===== src/rtl/iav_regs.svh =====
// Purpose: named constants of the usb and fifo interrupt autovector block
// Assumes: 8-bit vector bytes, 16-bit core code addresses
// Notes:   definitions only
`ifndef IAV_REGS_SVH
`define IAV_REGS_SVH

// slot counts; usb slots include the five reserved ones
`define IAV_USB_SLOTS       32
`define IAV_USB_SLOT_W      5
`define IAV_FIFO_SLOTS      14
`define IAV_FIFO_SLOT_W     4

// slots that carry no source on the usb line
`define IAV_USB_RSVD_MASK   32'h0E02_0080

// vector byte bases
`define IAV_USB_VEC_BASE    8'h00
`define IAV_FIFO_VEC_BASE   8'h80
`define IAV_VEC_RESET       8'h00

// jump slots and substituted locations in code space
`define IAV_USB_JUMP_ADDR   16'h0043
`define IAV_USB_PAGE_ADDR   16'h0044
`define IAV_USB_VEC_ADDR    16'h0045
`define IAV_FIFO_JUMP_ADDR  16'h0053
`define IAV_FIFO_PAGE_ADDR  16'h0054
`define IAV_FIFO_VEC_ADDR   16'h0055

`define IAV_ADDR_RESET      16'h0000
`define IAV_BYTE_RESET      8'h00

`endif


===== src/rtl/iav_pkg.sv =====
// Purpose: types of the interrupt autovector block
// Assumes: nothing
// Notes:   constants live in iav_regs.svh
`default_nettype none

package iav_pkg;

  // interrupt entry sequence toward the core
  typedef enum logic [2:0] {
    ENTRY_IDLE,
    ENTRY_PUSH_LO,
    ENTRY_PUSH_HI,
    ENTRY_BRANCH,
    ENTRY_SERVICE
  } iav_entry_t;

  // which shared line is being entered
  typedef enum logic {
    LINE_USB,
    LINE_FIFO
  } iav_line_t;

endpackage : iav_pkg

`default_nettype wire


===== src/rtl/iav_prio_enc.sv =====
// Purpose: fixed priority encoder, lowest index wins
// Assumes: req is a plain level vector from the same clock
// Notes:   purely combinational; the caller registers the result
`default_nettype none

module iav_prio_enc #(
  parameter int N = 32,
  parameter int W = 5
) (
  // request side
  input  wire logic [N-1:0] req,
  // result side
  output logic              found,
  output logic [W-1:0]      index
);

  logic [N:0]   below;
  logic [N-1:0] grant;

  assign below[0] = 1'b0;

  // one-hot grant: a slot wins only if nothing of lower number asks
  for (genvar i = 0; i < N; i++) begin : g_chain
    assign grant[i]   = req[i] & ~below[i];
    assign below[i+1] = below[i] | req[i];
  end

  assign found = below[N];

  always_comb begin
    index = '0;
    for (int i = 0; i < N; i++) begin
      if (grant[i]) begin
        index = W'(i);
      end
    end
  end

endmodule : iav_prio_enc

`default_nettype wire


===== src/rtl/iav_autovector.sv =====
// Purpose: second-level interrupt vectoring for the usb and fifo shared lines
// Assumes: event inputs come from logic on the same clock; no synchronisers
// Notes:   vector bytes are registered, so a fetch sees them one cycle late
//
// What this block does
// - twenty-seven usb event sources merge onto one usb interrupt request.
// - vectors 00..14 for setup data, frame, setup token, suspend, bus reset, high speed.
// - control handshake acked uses vector 18 at priority 7; 1C stays unused.
// - ep0 in, ep0 out, ep1 in, ep1 out map to vectors 20, 24, 28, 2C.
// - endpoints 2, 4, 6, 8 buffer events map to vectors 30, 34, 38, 3C.
// - in bulk nak raises vector 40 at priority 17; 44 never produced.
// - ping nak on out endpoints 0,1,2,4,6,8 raises vectors 48 through 5C.
// - bus error limit raises vector 60; 64, 68, 6C carry no source.
// - iso pid errors on endpoints 2,4,6,8 raise vectors 70 through 7C.
// - with usb autovector enabled, fetches of 0x0045 return the usb vector byte.
// - usb interrupt entry pushes the program counter and branches to 0x0043.
// - fourteen fifo and waveform engine sources merge onto a second request.
// - programmable level flags of endpoints 2,4,6,8 use vectors 80..8C.
// - empty flags of endpoints 2,4,6,8 use vectors 90..9C, priorities 5-8.
// - full flags of endpoints 2,4,6,8 use vectors A0..AC, priorities 9-12.
// - with fifo autovector enabled, fetches of 0x0055 return the fifo vector.
// - fifo interrupt entry pushes the program counter and branches to 0x0053.
`include "iav_regs.svh"
`default_nettype none

module iav_autovector (
  // clock and reset
  input  wire logic        clock,
  input  wire logic        rst_n,

  // usb event pulses, one cycle each
  input  wire logic        setup_data_available,
  input  wire logic        start_of_frame,
  input  wire logic        setup_token_seen,
  input  wire logic        usb_suspend,
  input  wire logic        usb_bus_reset,
  input  wire logic        high_speed_entered,
  input  wire logic        control_handshake_acked,
  input  wire logic        ep0_in_ready,
  input  wire logic        ep0_out_data,
  input  wire logic        ep1_in_ready,
  input  wire logic        ep1_out_data,
  input  wire logic [3:0]  ep_buffer_event,
  input  wire logic        in_bulk_nak,
  input  wire logic [5:0]  ep_ping_nak,
  input  wire logic        bus_error_limit,
  input  wire logic [3:0]  ep_iso_pid_error,

  // fifo flag levels and waveform engine pulses
  input  wire logic [3:0]  ep_prog_level_flag,
  input  wire logic [3:0]  ep_empty_flag,
  input  wire logic [3:0]  ep_full_flag,
  input  wire logic        waveform_op_complete,
  input  wire logic        waveform_event,

  // interrupt setup bits and per-source enables
  input  wire logic        usb_autovector_enable,
  input  wire logic        fifo_autovector_enable,
  input  wire logic [31:0] usb_source_enable,
  input  wire logic [13:0] fifo_source_enable,

  // pending clears from firmware
  input  wire logic        usb_clear,
  input  wire logic [4:0]  usb_clear_slot,
  input  wire logic        fifo_clear,
  input  wire logic [3:0]  fifo_clear_slot,

  // code fetch path
  input  wire logic        fetch_valid,
  input  wire logic [15:0] fetch_addr,
  input  wire logic [7:0]  mem_rdata,
  output logic             fetch_data_valid,
  output logic [7:0]       fetch_data,

  // interrupt entry handshake with the core
  input  wire logic        core_take_ok,
  input  wire logic [15:0] core_pc,
  input  wire logic        core_reti,
  output logic             stack_push,
  output logic [7:0]       stack_push_byte,
  output logic             branch_valid,
  output logic [15:0]      branch_target,
  output logic             in_service,

  // line status
  output logic             usb_int_request,
  output logic             fifo_int_request,
  output logic [7:0]       usb_vector_byte,
  output logic [7:0]       fifo_vector_byte,
  output logic [31:0]      usb_pending,
  output logic [13:0]      fifo_pending
);

  // usb events placed at their vector slot; reserved slots are tied low
  logic [31:0] usb_slot_event;

  always_comb begin
    usb_slot_event      = '0;
    usb_slot_event[0]   = setup_data_available;
    usb_slot_event[1]   = start_of_frame;
    usb_slot_event[2]   = setup_token_seen;
    usb_slot_event[3]   = usb_suspend;
    usb_slot_event[4]   = usb_bus_reset;
    usb_slot_event[5]   = high_speed_entered;
    usb_slot_event[6]   = control_handshake_acked;
    usb_slot_event[8]   = ep0_in_ready;
    usb_slot_event[9]   = ep0_out_data;
    usb_slot_event[10]  = ep1_in_ready;
    usb_slot_event[11]  = ep1_out_data;
    usb_slot_event[15:12] = ep_buffer_event;
    usb_slot_event[16]  = in_bulk_nak;
    usb_slot_event[23:18] = ep_ping_nak;
    usb_slot_event[24]  = bus_error_limit;
    usb_slot_event[31:28] = ep_iso_pid_error;
  end

  // fifo flags are levels; only their rising edge asks for service
  logic [13:0] fifo_level_reg;
  logic [13:0] fifo_level_now;
  logic [13:0] fifo_slot_event;

  assign fifo_level_now = {2'b00, ep_full_flag, ep_empty_flag, ep_prog_level_flag};

  always_ff @(posedge clock or negedge rst_n) begin
    if (!rst_n) begin
      fifo_level_reg <= '0;
    end else begin
      fifo_level_reg <= fifo_level_now;
    end
  end

  always_comb begin
    fifo_slot_event        = fifo_level_now & ~fifo_level_reg;
    fifo_slot_event[12]    = waveform_op_complete;
    fifo_slot_event[13]    = waveform_event;
  end

  // sticky pending bits; a new event in the clearing cycle survives
  logic [31:0] usb_clear_mask;
  logic [13:0] fifo_clear_mask;
  logic [31:0] usb_pending_next;
  logic [13:0] fifo_pending_next;

  always_comb begin
    usb_clear_mask  = '0;
    fifo_clear_mask = '0;
    if (usb_clear) begin
      usb_clear_mask[usb_clear_slot] = 1'b1;
    end
    if (fifo_clear) begin
      fifo_clear_mask[fifo_clear_slot] = 1'b1;
    end
  end

  assign usb_pending_next  = ((usb_pending & ~usb_clear_mask) | usb_slot_event)
                             & ~`IAV_USB_RSVD_MASK;
  assign fifo_pending_next = (fifo_pending & ~fifo_clear_mask) | fifo_slot_event;

  always_ff @(posedge clock or negedge rst_n) begin
    if (!rst_n) begin
      usb_pending <= '0;
    end else begin
      usb_pending <= usb_pending_next;
    end
  end

  always_ff @(posedge clock or negedge rst_n) begin
    if (!rst_n) begin
      fifo_pending <= '0;
    end else begin
      fifo_pending <= fifo_pending_next;
    end
  end

  // enabled pending sources compete for the vector
  logic [31:0] usb_live;
  logic [13:0] fifo_live;
  logic        usb_found;
  logic        fifo_found;
  logic [4:0]  usb_top_slot;
  logic [3:0]  fifo_top_slot;

  assign usb_live  = usb_pending_next & usb_source_enable;
  assign fifo_live = fifo_pending_next & fifo_source_enable;

  iav_prio_enc #(
    .N (`IAV_USB_SLOTS),
    .W (`IAV_USB_SLOT_W)
  ) u_usb_enc (
    .req   (usb_live),
    .found (usb_found),
    .index (usb_top_slot)
  );

  iav_prio_enc #(
    .N (`IAV_FIFO_SLOTS),
    .W (`IAV_FIFO_SLOT_W)
  ) u_fifo_enc (
    .req   (fifo_live),
    .found (fifo_found),
    .index (fifo_top_slot)
  );

  // request lines follow the merged enabled pending bits
  always_ff @(posedge clock or negedge rst_n) begin
    if (!rst_n) begin
      usb_int_request  <= 1'b0;
      fifo_int_request <= 1'b0;
    end else begin
      usb_int_request  <= usb_found;
      fifo_int_request <= fifo_found;
    end
  end

  // vector byte is the winning slot times four above the line base;
  // it holds its last value while nothing is pending
  always_ff @(posedge clock or negedge rst_n) begin
    if (!rst_n) begin
      usb_vector_byte <= `IAV_VEC_RESET;
    end else if (usb_found) begin
      usb_vector_byte <= `IAV_USB_VEC_BASE | {1'b0, usb_top_slot, 2'b00};
    end
  end

  always_ff @(posedge clock or negedge rst_n) begin
    if (!rst_n) begin
      fifo_vector_byte <= `IAV_VEC_RESET;
    end else if (fifo_found) begin
      fifo_vector_byte <= `IAV_FIFO_VEC_BASE | {2'b00, fifo_top_slot, 2'b00};
    end
  end

  // code fetch: the vector byte replaces stored memory at the page offset
  // location only; the page byte itself still comes from memory
  logic [7:0] fetch_data_next;

  always_comb begin
    fetch_data_next = mem_rdata;
    if (usb_autovector_enable && fetch_addr == `IAV_USB_VEC_ADDR) begin
      fetch_data_next = usb_vector_byte;
    end else if (fifo_autovector_enable && fetch_addr == `IAV_FIFO_VEC_ADDR) begin
      fetch_data_next = fifo_vector_byte;
    end
  end

  always_ff @(posedge clock or negedge rst_n) begin
    if (!rst_n) begin
      fetch_data_valid <= 1'b0;
      fetch_data       <= `IAV_BYTE_RESET;
    end else begin
      fetch_data_valid <= fetch_valid;
      if (fetch_valid) begin
        fetch_data <= fetch_data_next;
      end
    end
  end

  // interrupt entry: push pc low then high, then branch to the line's slot.
  // usb is taken before fifo when both ask; no nesting until return.
  iav_pkg::iav_entry_t state_reg;
  iav_pkg::iav_entry_t state_next;
  iav_pkg::iav_line_t  line_reg;
  logic [15:0]         saved_pc_reg;

  always_comb begin
    state_next = state_reg;
    unique case (state_reg)
      iav_pkg::ENTRY_IDLE: begin
        if (core_take_ok && (usb_int_request || fifo_int_request)) begin
          state_next = iav_pkg::ENTRY_PUSH_LO;
        end
      end
      iav_pkg::ENTRY_PUSH_LO: begin
        state_next = iav_pkg::ENTRY_PUSH_HI;
      end
      iav_pkg::ENTRY_PUSH_HI: begin
        state_next = iav_pkg::ENTRY_BRANCH;
      end
      iav_pkg::ENTRY_BRANCH: begin
        state_next = iav_pkg::ENTRY_SERVICE;
      end
      iav_pkg::ENTRY_SERVICE: begin
        if (core_reti) begin
          state_next = iav_pkg::ENTRY_IDLE;
        end
      end
    endcase
  end

  always_ff @(posedge clock or negedge rst_n) begin
    if (!rst_n) begin
      state_reg <= iav_pkg::ENTRY_IDLE;
    end else begin
      state_reg <= state_next;
    end
  end

  // line choice and pc are caught when the entry starts
  always_ff @(posedge clock or negedge rst_n) begin
    if (!rst_n) begin
      line_reg     <= iav_pkg::LINE_USB;
      saved_pc_reg <= `IAV_ADDR_RESET;
    end else if (state_reg == iav_pkg::ENTRY_IDLE && state_next == iav_pkg::ENTRY_PUSH_LO) begin
      line_reg     <= usb_int_request ? iav_pkg::LINE_USB : iav_pkg::LINE_FIFO;
      saved_pc_reg <= core_pc;
    end
  end

  // stack push strobes, one byte per cycle
  always_ff @(posedge clock or negedge rst_n) begin
    if (!rst_n) begin
      stack_push      <= 1'b0;
      stack_push_byte <= `IAV_BYTE_RESET;
    end else begin
      stack_push <= 1'b0;
      if (state_next == iav_pkg::ENTRY_PUSH_LO) begin
        stack_push      <= 1'b1;
        stack_push_byte <= core_pc[7:0];
      end else if (state_next == iav_pkg::ENTRY_PUSH_HI) begin
        stack_push      <= 1'b1;
        stack_push_byte <= saved_pc_reg[15:8];
      end
    end
  end

  // branch after both pushes; target is the jump slot of the entered line
  always_ff @(posedge clock or negedge rst_n) begin
    if (!rst_n) begin
      branch_valid  <= 1'b0;
      branch_target <= `IAV_ADDR_RESET;
    end else begin
      branch_valid <= 1'b0;
      if (state_next == iav_pkg::ENTRY_BRANCH) begin
        branch_valid <= 1'b1;
        if (line_reg == iav_pkg::LINE_USB) begin
          branch_target <= `IAV_USB_JUMP_ADDR;
        end else begin
          branch_target <= `IAV_FIFO_JUMP_ADDR;
        end
      end
    end
  end

  // service flag stays up until the core returns
  always_ff @(posedge clock or negedge rst_n) begin
    if (!rst_n) begin
      in_service <= 1'b0;
    end else begin
      in_service <= (state_next != iav_pkg::ENTRY_IDLE);
    end
  end

endmodule : iav_autovector

`default_nettype wire


===== config.mk =====
export PLATFORM = sky130hd
export DESIGN_NAME = iav_autovector
export DESIGN_NICKNAME = d
export VERILOG_FILES = /design/src/rtl/iav_pkg.sv /design/src/rtl/iav_prio_enc.sv /design/src/rtl/iav_autovector.sv
export VERILOG_INCLUDE_DIRS = /design/src /design/src/rtl
export SDC_FILE = /design/constraint.sdc
export NUM_CORES = 1
export LEC_CHECK = 0
export BUFFER_PORTS_ARGS = -buffer_cell sky130_fd_sc_hd__buf_4
export CORE_MARGIN = 5
export CORE_UTILIZATION = 42
export DETAILED_ROUTE_END_ITERATION = 10
export PLACE_DENSITY = 0.78
export RECOVER_POWER = 50
export SLEW_MARGIN = 20
export SYNTH_ARGS = -nofsm -noshare
export SYNTH_HDL_FRONTEND = slang
export SYNTH_SLANG_ARGS = --single-unit

===== constraint.sdc =====
create_clock -name clock -period 1.9 [get_ports clock]
set_input_delay 0.19 -clock clock [delete_from_list [all_inputs] [get_ports clock]]
set_output_delay 0.19 -clock clock [all_outputs]
set_load 0.03 [all_outputs]

==> results.md, run 1 <==
- The number of maximum-capacitance violations is 0.
- At the worst endpoint, the required time is about 2.2 ns.
- The number of top-level design ports is 245.
- The total routing usage reported by global routing is a little under a quarter.
- The maximum level of the CTS H-tree is 3.
- In this run the deepest clock path goes through 2 buffers.
- The via density per instance is 5.18.
- The number of antenna violations at the first check in global routing is 0.
- The total number of nets in the final design is around 1000.
- The checks that failed: negative setup slack.
- The cell area after synthesis is between 5000 and 6000 um^2.
- The total area inside the core boundary comes to 12000 um^2.
- The worst hold slack is 0.0296 ns.
- The mean cell area of the mapped netlist is 9.57 um^2.
- The fraction of layout instances using a drive strength above 1 is between 40% and 50%.
- The count of different cell masters after synthesis is 59.
- The synthesized design spends more area on one cell type than any other, namely dfrtp_1.
- The initial utilization of the core area, before any placement, comes to a little over two fifths.
- The TritonCTS clock tree is built.
- The largest single stage delay on the critical path is roughly 0.55 ns.
- The die is around 120 um tall.
- The final total negative setup slack is -0.753 ns.
- Ranked by total cell area, the synthesized netlist is headed by dfrtp_1 49%, o21ai_0 6.5%, nand2_1 4.9%.
- Grouping stages by cell kind, the critical path spends the most delay in simple AND/OR/NAND/NOR gates.
- The worst path uses 111% of the clock period.
- The first global-routing pass estimated between 20 and 30 mm of wire.
- The run finished, with violations left.
- The post-synthesis instance total is roughly 530.
- The count of warnings emitted by yosys is 0.
- The worst setup path is captured at a flop.
- The number of detailed-routing iterations run before antenna repair is 5.
- In this run, the number of DRC markers left after iteration 0 of detailed routing was 369.
- The normalized max-slew margin is 14.6%.
- The area share of the largest cell type after synthesis is between 40% and 50%.
- The synthesized design contains 0 enable-type register cells.
- Counting both buffers and inverters, the worst setup path holds a total of 0.
- After synthesis, flip-flops and latches occupy between 40% and 50% of the total area.
- The final worst clock skew is roughly 0.0056 ns.
- The width of the die is roughly 120 um.
- The clock drives slightly below 100 sinks.
- The estimated wirelength of the detail-placed design is around 14 mm.
- Setup repair after global routing could not meet its margin everywhere.
- The power per unit of standard cell area is around 870 nW/um^2.
- Static timing analysis puts the maximum clock frequency at 474 MHz.
- Among all stages on the critical path, the largest delay is contributed by or4b_4.
- 0 antenna diodes ended up in the layout.
- After layout, the minimum clock period comes to 2.11 ns.
- For this design the static power due to leakage is between 3 and 4 nW.
- Cells fill between 60% and 70% of the core in the end.
- The worst hold path belongs to the class input pin to flop.
- Buffers inserted during clock tree synthesis total 9.
- Entering global routing, the biggest net connects 100 pins.
- With fillers left out, the area of the finished cells amounts to 8100 um^2.
- At the placement stage, the worst setup path has a slack of -0.502 ns.
- Dividing the detail-routed wire length by the instance count gives around 17 um.
- Counting the fill cells in the layout gives roughly 940.
- Traced cell by cell, the critical path runs through o21ai_1 -> a31oi_1 -> or4b_4 -> nand4b_4 -> or3b_4 -> o31ai_2 -> o32a_1.
- The signed area change from the synthesized netlist to the final layout is 59.0%.
- The synthesized design contains 99 register bits.
- The worst setup margin is -0.211 ns.
- The worst IR drop on VDD is ~0.00064 V.
- The proportion of synthesized flip-flops having asynchronous set or reset is 100%.
- The final count of pins violating max slew was 0.
- The detail route stage leaves a number of antenna-violating nets equal to 0.
- The clock transition at the register clock pins on the worst setup and hold paths after CTS is ~0.070 ns.
- Setup violations remaining at the end of the flow were counted as 6.
- The total congestion overflow is 0.
- The count of input and output buffers is about 220.
- The total via count after detailed routing is 5241.
- The clock network latency to the later pin of the worst-skew pair is between 0.3 and 0.4 ns.
- The number of core rows is 40.
- The total routed wirelength is about 18 mm.
- The die covers approximately 14000 um^2.
- The critical path in this run is classified as flop to flop.
- The most used flip-flop cell after synthesis is dfrtp_1.
- The flip-flop count of the largest register after layout is 27.
- The root buffer cell chosen for the clock tree is clkbuf_16.
- STA classifies the critical path startpoint as a flop.
- The count of final hold-check violations was 0.
- The routability-driven placement congestion ratio is ~0.94.
- For the worst setup path, the data arrival time is between 2 and 2.5 ns.
- The post-detailed-route DRC marker count is 0.
- Once placement finished, the instance area stood at 7470 um^2.
- At the pin with the least slew margin, the transition time is between 1 and 1.5 ns.
- The via count of the first global-routing pass is ~5500.
- The maximum net fanout on the critical path is 3.
## cells in the final DEF (no fill, tap or decap), drive strengths merged, types with 7 or more instances in the layout
master and count:
o21a 11, dlygate4sd3 13, o21ai 67, a21boi 7, mux2i 15, nor2 23, nand3 7, a31oi 12
nand2 67, mux2 14, nor3 8, nand3b 7, conb 23, nand2b 26, clkbuf 33, a21oi 25
inv 29, dfrtp 99, buf 300
## layout make-up
class                           count  area, um^2  area share, %
Clock buffer                       12         246           3.04
Clock inverter                      4        97.6           1.20
Inverter                           29         109           1.34
Multi-Input combinational cell    386        2470           30.5
Sequential cell                    99        2480           30.6
Tap cell                          147         184           2.27
Timing Repair Buffer              334        2520           31.1
## cell usage after synthesis, drive strengths merged, types with 3 or more instances
| cell type | n |
|---|---|
| a21bo | 5 |
| nor2 | 23 |
| a21oi | 25 |
| a31o | 3 |
| nor4b | 3 |
| nand3 | 7 |
| or4b | 3 |
| o31ai | 5 |
| clkbuf | 9 |
| nand2b | 26 |
| or3b | 4 |
| nand4 | 4 |
| mux2i | 15 |
| o22ai | 3 |
| nand2 | 67 |
| nor3 | 8 |
| buf | 31 |
| mux2 | 14 |
| nor2b | 3 |
| and2 | 4 |
| or2 | 5 |
| o21ai | 67 |
| nand3b | 7 |
| a21o | 4 |
| a31oi | 12 |
| inv | 29 |
| o21a | 11 |
| dfrtp | 99 |
| a21boi | 7 |
## metrics by stage
| step | power (mW) | instances |
|---|---|---|
| 3_5_place_dp | 4.82 | 970 |
| 6_report | 7.02 | 1011 |
| 3_3_place_gp | 4.74 | 970 |
| 4_1_cts | 7.01 | 1006 |
| 5_1_grt | 7.37 | 1011 |
| 2_1_floorplan | 3.92 | 554 |
## power breakdown
group | internal [mW] | leakage [nW] | switching [mW]
clock | 1.32 | 0.163 | 0.799
sequential | 2.41 | 1.06 | 0.195
combinational | 1.03 | 2.57 | 1.26
total | 4.77 | 3.79 | 2.25
## worst reg2reg max path, cell delays in order (launching register included)
cell and delay (ns):
dfrtp_1 0.38, o21ai_1 0.13, a31oi_1 0.09, or4b_4 0.55
nand4b_4 0.22, or3b_4 0.44, o31ai_2 0.07, o32a_1 0.17
## worst paths after layout
check                                    startpoint            endpoint  depth (start not counted)  slack, ns
worst max-delay path                 usb_pending[1]  usb_vector_byte[3]                          7      -0.21
worst min-delay path            ep_iso_pid_error[3]     usb_pending[31]                          3       0.03
worst max register to register       usb_pending[1]  usb_vector_byte[3]                          7      -0.21
worst min register to register             line_reg            line_reg                          2       0.48
max in group asynchronous                     rst_n      usb_pending[0]                          3       0.32
min in group asynchronous                     rst_n      usb_pending[2]                          3       0.75
## repair_timing
item,CTS,global route
pin swaps,12,12
hold buffers,13,0
resized for setup,16,22
buffers inserted,7,5
hold endpoints to repair,111,0
setup endpoints to repair,16,20
## cell families after synthesis
logic type,after synthesis,share of synthesized area [%]
AO/OA/AOI/OAI,159,19.2
buffers and inverters,69,7.07
flip-flops,99,48.6
multiplexers,29,6.04
other,1,0.0736
AND/OR/NAND/NOR,175,19.0
## routing by layer
layer / routed length, um / part of all wire [%] / track usage, % / vias to the layer above
met3: 1210 / 6.9 / 5.23 / 36
met5: 0 / 0 / 0 / -
met4: 535 / 3.0 / 10.2 / 0
met2: 9080 / 52 / 40.8 / 224
met1: 6790 / 39 / 29.1 / 2501
li1: - / - / - / 2480
Note: power is estimated with default switching activity, not from simulation.
==> run 2, diff against run 1 <==
ABC_AREA = 1   (was unset)
GPL_TIMING_DRIVEN = 0   (was unset)
==> results.md, run 2 <==
- The run finished, with violations left.
- The checks that failed: negative setup slack.
- Setup repair after global routing could not meet its margin everywhere.
- The number of clock sinks was 99 (unchanged).
- The total routing usage reported by global routing came to 23.5% (-0.39 points).
- The total internal power is 4.73 mW (-0.76%).
- The count of warnings emitted by yosys is 0 (unchanged).
- The met2 global-route usage is 41.7% (+0.90 points).
- The capture instance of the worst register-to-register path is fifo_vector_byte[7].
- The final antenna-violating net count is 0 (unchanged).
- The maximum net fanout on the critical path was 6 (+3).
- The count of final hold-check violations was 0 (unchanged).
- For this design, the slowest cell found on the critical path is dfrtp_2.
- The total routed wirelength is 17.3 mm (-1.8%).
- The share of total power in sequential cells is 35.3% (-1.9 points).
- The total die area is 14000 um^2 (-2.6%).
- The root buffer cell chosen for the clock tree is clkbuf_16.
- The most used flip-flop cell after synthesis is dfrtp_1.
- The maximum level of the CTS H-tree is 3 (unchanged).
- The global-route wire length before repair is 26.9 mm (-2.0%).
- The worst hold slack came to 0.0486 ns (+0.0190 ns).
- The type of the most critical hold path is input pin to flop.
- In the layout the commonest cells are 268 x buf_4, 98 x nand2_1, 89 x dfrtp_1.
- The total via count after detailed routing is 5200 (-0.78%).
- The via count of the first global-routing pass is 5458 (-0.67%).
- The number of flops mapped to enable cells by yosys is 0 (unchanged).
- By instance count, the leading cell after synthesis is nand2_1.
- The startpoint of the most critical hold path is ep_buffer_event[0].
- The critical path buffer and inverter count is 0 (unchanged).
- Traced cell by cell, the critical path runs through o21ai_2 -> o21ai_0 -> nand2_1 -> nand2_2 -> nor2_4 -> nand2_2 -> a21oi_2 -> nand2_1 -> a21oi_2 -> nand2_2 -> a21oi_4 -> nand3_2 -> a21oi_2 -> nand2_2 -> or2_1.
- The proportion of synthesized flip-flops having asynchronous set or reset is 100% (unchanged).
- The die height is 119 um (-1.3%).
- The count of different cell masters after synthesis came to 45 (-24%).
- The clock network latency to the later pin of the worst-skew pair is 0.34 ns (about the same).
- The starting utilization of the core area is 43.1% (+0.56 points).
- The slack of the worst reg-to-reg path is -0.41 ns (-0.20 ns).
- The met1 track demand over resource is 26.5% (-2.6 points).
- The proportion of power drawn by combinational gates is 41.1% (+8.5 points).
- The switching share of total power is 36.7% (+4.7 points).
- The worst hold path terminates at usb_pending[12].
- The data required time at the worst endpoint is 2.13 ns (-0.05 ns).
- The width of the die is 119 um (-1.3%).
- The number of maximum-capacitance violations is 0 (unchanged).
- The final clock period utilization by the worst path is 122% (+11 points).
- The depth of the worst register-to-register path is 15 (+8).
- The normalized max-slew margin is 38.4% (+24 points).
- The flip-flop count of the largest register after layout is 27 (unchanged).
- The part of the total power dissipated in the clock network was 23.6% (-6.7 points).
- Broken down by cell family, the worst path's largest delay share belongs to simple AND/OR/NAND/NOR gates.
- The wire length per cell after detailed routing came to 16.7 um (-4.3%).
- The clock transition at the register clock pins on the worst setup and hold paths after CTS is 0.07 ns (about the same).
- The filler cell count came to 892 (-4.7%).
- The final count of pins violating max slew is 0 (unchanged).
- The number of antenna violations at the first check in global routing is 0 (unchanged).
- The core footprint was 11500 um^2 (-4.1%).
- The count of input and output buffers is 216 (unchanged).
- The area share of the largest cell type after synthesis is 50.1% (+1.4 points).
- The final antenna diode count is 0 (unchanged).
- By area the synthesized netlist is led by dfrtp_1 50%, nand2_1 8.7%, inv_1 6.0%.
- The final worst clock skew came to 0.00638 ns (+0.000825 ns).
- The fraction of layout instances using a drive strength above 1 came to 46.1% (+1.4 points).
- The number of top-level design ports came to 245 (unchanged).
- The type of destination of the critical path is a flop.
- The minimum clock period after layout came to 2.31 ns (+0.203 ns).
- The cell type with the highest aggregate area in the netlist is dfrtp_1.
- The power per unit of standard cell area is 937 nW/um^2 (+8.2%).
- The post-detailed-route DRC marker count is 0 (unchanged).
- The worst IR drop on VDD is 0.00122 V (+91%).
- The maximum clock frequency is 432 MHz (-8.8%).
- The total setup violations reported at the end of the flow came to 21 (+15).
- The number of detailed-routing iterations run before antenna repair was 4 (-1).
- The total congestion overflow came to 0 (unchanged).
- After global routing, the most crowded layer is met2.
- The pre-CTS worst setup slack came to -0.799 ns (-0.297 ns).
- The worst setup path is of the flop to flop kind.
- The post-synthesis instance total is 569 (+7.0%).
- The delay contributed by the slowest stage of the critical path was 0.42 ns (-0.13 ns).
- The arrival time of the worst setup path is 2.54 ns (+0.15 ns).
- The via density per instance came to 5.01 (-3.3%).
- The switching power summed over all nets is 2.75 mW (+22%).
- The cell area after synthesis was 4950 um^2 (-2.9%).
- The pin count of the biggest net entering global routing was 100 (unchanged).
- The reg-to-reg critical path startpoint is fifo_pending[0].
- The global routing usage on met3 is 7.45% (+2.2 points).
- From synthesis to final layout, the design area changed by 61.3%.
- Ranked by instance count, the synthesized netlist is headed by 115 x nand2_1, 99 x dfrtp_1, 79 x inv_1, 52 x o21ai_0, 33 x nand3_1.
- Among the stages of the critical path, the cell type that occurs most often is nand2_2.
- TritonCTS built the clock tree.
- The total number of nets in the final design is 1034 (+3.0%).
- Leaving out fill and tap cells, the most frequent cell in the layout is buf_4.
- The number of synthesized register bits is 99 (unchanged).
- The leakage power is 4.03 nW (+6.4%).
- The launching element type of the critical path is a flop.
- The number of core rows is 39 (-2.5%).
- The mean cell area of the mapped netlist is 8.69 um^2 (-9.2%).
- The measured slew at the worst slew-check pin is 0.925 ns (-0.357 ns).
- The worst setup margin was -0.415 ns (-0.203 ns).
- The DRC marker count from the first detailed-route iteration came to 273 (-26%).
- The routability-driven placement congestion ratio is 0.884 (-6.0%).
- The number of buffers added by the clock tree synthesis step is 9 (unchanged).
- The portion of the post-synthesis area used by sequential elements came to 50.1% (+1.4 points).
- The number of cells on the worst hold path is 3 (unchanged).
- The estimated wirelength of the detail-placed design is 12.5 mm (-9.7%).
- The deepest clock path buffer count is 2 (unchanged).
==> run 2: cell types whose count changed after synthesis, sizes merged, moves of 5 or more <==
cell    previous run  this run
inv               29        85
nand3              7        36
a31oi             12         3
clkbuf             9         1
nand3b             7         1
buf               31        26
mux2              14         8
nand2b            26         0
o21a              11         0
nand2             67       130
nand4              4        14
mux2i             15         2
nor2              23        33
==> run 2: area by class of cell <==
type	instances	area [um^2]	area share [%]
Clock buffer	13	260	3.26
Sequential cell	99	2490	31.2
Inverter	85	319	4.00
Timing Repair Buffer	287	2230	28.0
Tap cell	143	179	2.24
Multi-Input combinational cell	380	2270	28.5
Clock inverter	3	22.5	0.282
Buffer	27	203	2.54
==> run 2: metrics by stage <==
| step | instances | power [mW] | area [um^2] | setup TNS, ns | utilization (%) |
|---|---|---|---|---|---|
| 2_1_floorplan | 591 | 4.06 | 5050 | -4.43 | - |
| 3_3_place_gp | 950 | 4.84 | 6850 | -13.62 | 59.7 |
| 3_5_place_dp | 950 | 4.94 | 6850 | -16.02 | 59.7 |
| 4_1_cts | 1028 | 7.24 | 7820 | -5.15 | 68.2 |
| 5_1_grt | 1037 | 7.87 | 7980 | -8.98 | 69.6 |
| 6_report | 1037 | 7.48 | 7980 | -6.59 | 69.6 |
==> run 2: worst max path at each step <==
stage,startpoint,to,depth (start not counted)
global route,usb_pending[1],usb_vector_byte[6],16
finish,fifo_pending[0],fifo_vector_byte[7],15
CTS,fifo_pending[2],fifo_vector_byte[7],15
global placement,usb_clear_slot[0],usb_vector_byte[5],19
detailed placement,fifo_clear_slot[1],fifo_vector_byte[7],18
floorplan,state_reg[2],saved_pc_reg[10],11
==> run 2: timing repair <==
action                                  CTS  global route
endpoints found under the setup margin   30            31
endpoints found under the hold margin    51             0
setup buffers                            49            13
gates cloned                              1             0
gates resized for setup                  52            32
pin swaps                                20            23
hold buffers                             14             0
==> run 2: power groups by stage <==
stage	registers, mW	logic [mW]	clock network [mW]
finish	2.64	3.07	1.76
CTS	2.63	2.83	1.78
detailed placement	2.64	2.30	0
floorplan	2.93	1.13	0
global route	2.68	3.31	1.88
global placement	2.61	2.23	0
==> run 2: per-layer routing <==
layer / part of all wire (%) / routed length (um)
met4: 3.0 / 516
met5: 0 / 0
met2: 53 / 9090
met1: 37 / 6320
met3: 7.9 / 1370
==> run 2: cells by family (layout without fill, tap and decap cells) <==
group	after synthesis	in the layout	synth area share, %
muxes	10	10	2.23
DFF	99	99	50.1
and+or+nand+nor	230	230	23.7
other	1	23	0.0758
buffers and inverters	112	415	10.4
AOI/OAI and AO/OA	117	117	13.5
==> run 2: worst min-delay path: cells and delay by family <==
kind	cells	cell delay [ns]
AND/OR/NAND/NOR	1	0.06
buffers and inverters	2	0.10
==> run 3, diff against run 2 <==
BUFFER_PORTS_ARGS = unset   (was -buffer_cell sky130_fd_sc_hd__buf_4)
CORE_UTILIZATION = 55   (was 42)
DONT_BUFFER_PORTS = 1   (was unset)
PLACE_DENSITY = 0.74   (was 0.78)
==> results.md, run 3 (synthesis gave the netlist of run 2 again) <==
- The flow ran to the end, but the final reports show violations.
- The final reports fail on negative hold slack, negative setup slack.
- The depth of the worst register-to-register path was 19 (+4).
- Clock tree synthesis selected as its root buffer the cell clkbuf_8.
- The part of the total power dissipated in the clock network is 23.3% (-0.3 points).
- The flip-flop count of the largest register after layout is 27 (unchanged).
- The count of final hold-check violations is 99 (+99).
- The maximum level of the CTS H-tree is 3 (unchanged).
- The fraction of layout instances using a drive strength above 1 came to 26.9% (-19 points).
- In the layout the commonest cells are 99 x nand2_1, 86 x dfrtp_1, 78 x inv_1.
- The met2 wire length is 8.10 mm (-11%).
- The global-route wire length before repair is 23.3 mm (-13%).
- Leaving out fill and tap cells, the most frequent cell in the layout is nand2_1.
- The total routed wirelength is 15.3 mm (-12%).
- The signal on the critical path passes through o21ai_2 -> o21ai_1 -> nand2_1 -> nand2_2 -> nor2_4 -> nand2_2 -> a21oi_2 -> nand2_2 -> a21oi_4 -> buf_4 -> buf_6 -> buf_4 -> buf_4 -> buf_4 -> buf_4 -> buf_4 -> buf_4 -> nand2_1 -> o21ai_2.
- The routed wire length on met3 came to 1.60 mm (+17%).
- The cell area after placement came to 5180 um^2 (-24%).
- The final count of pins violating max slew was 0 (unchanged).
- The launching element type of the critical path is a flop.
- The maximum net fanout on the critical path is 2 (-4).
- The core footprint is 8760 um^2 (-24%).
- The worst IR drop on VDD came to 0.000595 V (-51%).
- The total number of nets in the final design is 858 (-17%).
- The maximum clock frequency is 416 MHz (-3.8%).
- The signed area change from the synthesized netlist to the final layout is 35.1%.
- The deepest clock path buffer count is 2 (unchanged).
- The dominant cell type by count on the critical path is buf_4.
- The total power after layout came to 6.71 mW (-10%).
- The critical path buffer and inverter count is 8 (+8).
- The type of the most critical hold path is input pin to async pin.
- The normalized max-slew margin came to 63.1% (+25 points).
- The area occupied by multi-input gates is 2260 um^2 (-0.33%).
- The footprint of the flip-flops and latches is 2490 um^2 (+0.15%).
- The pin count of the biggest net entering global routing is 100 (unchanged).
- The total die area is 11000 um^2 (-22%).
- The number of antenna violations at the first check in global routing is 0 (unchanged).
- The filler cell count is 560 (-37%).
- The critical path's slowest cell is dfrtp_2.
- The delay contributed by the slowest stage of the critical path is 0.48 ns (+0.06 ns).
- The worst setup margin is -0.505 ns (-0.0907 ns).
- The estimated wirelength of the detail-placed design is 10.2 mm (-18%).
- The routability-driven placement congestion ratio is 0.834 (-5.7%).
- The wire length per cell after detailed routing is 18.5 um (+11%).
- The count of input and output buffers was 0 (-100%).
- The post-layout utilization of the core is 76.3% (+6.7 points).
- The total of hold buffers inserted after clock tree synthesis is 61 (+47).
- The summed area of non-filler cells in the final layout is 6680 um^2 (-16%).
- The die height was 105 um (-12%).
- The number of maximum-capacitance violations is 0 (unchanged).
- The sum of routed wire segments on met1 was 5.11 mm (-19%).
- The final clock period utilization by the worst path is 127% (+4.8 points).
- The leakage power is 3.17 nW (-21%).
- The total setup violations reported at the end of the flow is 21 (unchanged).
- The number of placed instances, taps included is 699 (-26%).
- The cell family contributing the most delay on the critical path is buffers and inverters.
- The switching power summed over all nets is 2.59 mW (-5.9%).
- The worst hold slack is -0.498 ns (-0.546 ns).
- The via density per instance is 5.58 (+11%).
- The number of logic stages on the critical path including buffering was 19 (+4).
- The DRC marker count from the first detailed-route iteration was 253 (-7.3%).
- The number of detailed-routing iterations run before antenna repair came to 4 (unchanged).
- The share of total power in sequential cells is 44.6% (+9.3 points).
- The minimum clock period after layout is 2.41 ns (+0.0907 ns).
- The number of core rows is 34 (-13%).
- The number of buffers added by the clock tree synthesis step is 9 (unchanged).
- The final antenna diode count is 0 (unchanged).
- The total congestion overflow came to 0 (unchanged).
- The data required time at the worst endpoint was 2.16 ns (+0.03 ns).
- The total via count after detailed routing is 4612 (-11%).
- The measured slew at the worst slew-check pin is 0.548 ns (-0.376 ns).
- The via count of the first global-routing pass is 4755 (-13%).
- The clock transition at the register clock pins on the worst setup and hold paths after CTS is 0.11 ns (+0.04 ns).
- The arrival time of the worst setup path is 2.67 ns (+0.13 ns).
- The final total negative setup slack is -7.17 ns (-0.579 ns).
- The power per unit of standard cell area was 1000 nW/um^2 (+7.1%).
- The final antenna-violating net count is 0 (unchanged).
- The number of clock sinks is 99 (unchanged).
- The type of destination of the critical path is a flop.
- The total routing usage reported by global routing is 26.2% (+2.6 points).
- The final worst clock skew is 0.0139 ns (+0.00756 ns).
- The starting utilization of the core area was 56.5% (+13 points).
- Setup repair after global routing could not meet its margin everywhere.
- TritonCTS built the clock tree.
- The width of the die is 105 um (-12%).
- The proportion of power drawn by combinational gates is 32.1% (-9.0 points).
- The worst setup path is of the flop to flop kind.
- The post-detailed-route DRC marker count is 0 (unchanged).
- The number of top-level design ports is 245 (unchanged).
- In this run the top signal layer used is met4.
- The clock network latency to the later pin of the worst-skew pair came to 0.36 ns (+0.02 ns).
- The switching share of total power is 38.5% (+1.8 points).
- The total internal power is 4.13 mW (-13%).
- The pre-CTS worst setup slack is -0.610 ns (+0.189 ns).
- The final cell count without fillers was 826 (-20%).
run 3: cell types whose count changed in the layout (fill, tap and decap cells not counted), moves of 3 or more:
| cell | delta |
|---|---|
| o21ai_0 | -5 |
| dfrtp_2 | +3 |
| buf_4 | -207 |
| clkbuf_1 | -7 |
| clkbuf_8 | +7 |
| o21ai_1 | +6 |
| clkbuf_16 | -9 |
| clkbuf_4 | -8 |
| dfrtp_1 | -3 |
| dlygate4sd3_1 | +47 |
| buf_6 | -3 |
run 3: final timing paths:
check,start,endpoint,slack (ns)
setup / recovery,fifo_pending[2],fifo_vector_byte[5],-0.51
hold reg to reg,fifo_level_reg[1],fifo_pending[1],0.46
setup reg to reg,fifo_pending[2],fifo_vector_byte[5],-0.51
hold / removal,rst_n,stack_push_byte[7],-0.50
max in group asynchronous,rst_n,fifo_pending[2],2.26
min in group clock,mem_rdata[3],fetch_data[3],0.02
run 3: cell type report:
class	count	share of cell area (%)
clock inverter	7	1.61
clock buffer	9	1.85
tap	108	2.02
multi-input combinational	380	33.9
timing repair buffer	111	15.5
inverter	85	4.77
sequential	99	37.3
buffer	27	3.03
run 3: layer usage:
| layer | vias to the layer above | GRT usage [%] |
|---|---|---|
| li1 | 2117 | - |
| met1 | 2182 | 28.3 |
| met2 | 268 | 45.7 |
| met3 | 45 | 8.88 |
| met4 | 0 | 12.5 |
| met5 | - | 0 |
run 3: timing repair:
item | in CTS | in global routing
hold endpoints to repair | 165 | 99
gates cloned | 0 | 1
buffers inserted | 42 | 14
gates resized for setup | 29 | 54
endpoints found under the setup margin | 30 | 31
pin swaps | 12 | 19
run 3: power by group through the flow:
| stage | Combinational [mW] | Sequential, mW | Clock (mW) |
|---|---|---|---|
| finish | 2.16 | 2.99 | 1.56 |
| global placement | 1.33 | 2.98 | 0 |
| CTS | 1.65 | 2.96 | 1.59 |
| detailed placement | 1.39 | 2.99 | 0 |
| global route | 2.33 | 3.03 | 1.68 |
| floorplan | 1.13 | 2.93 | 0 |
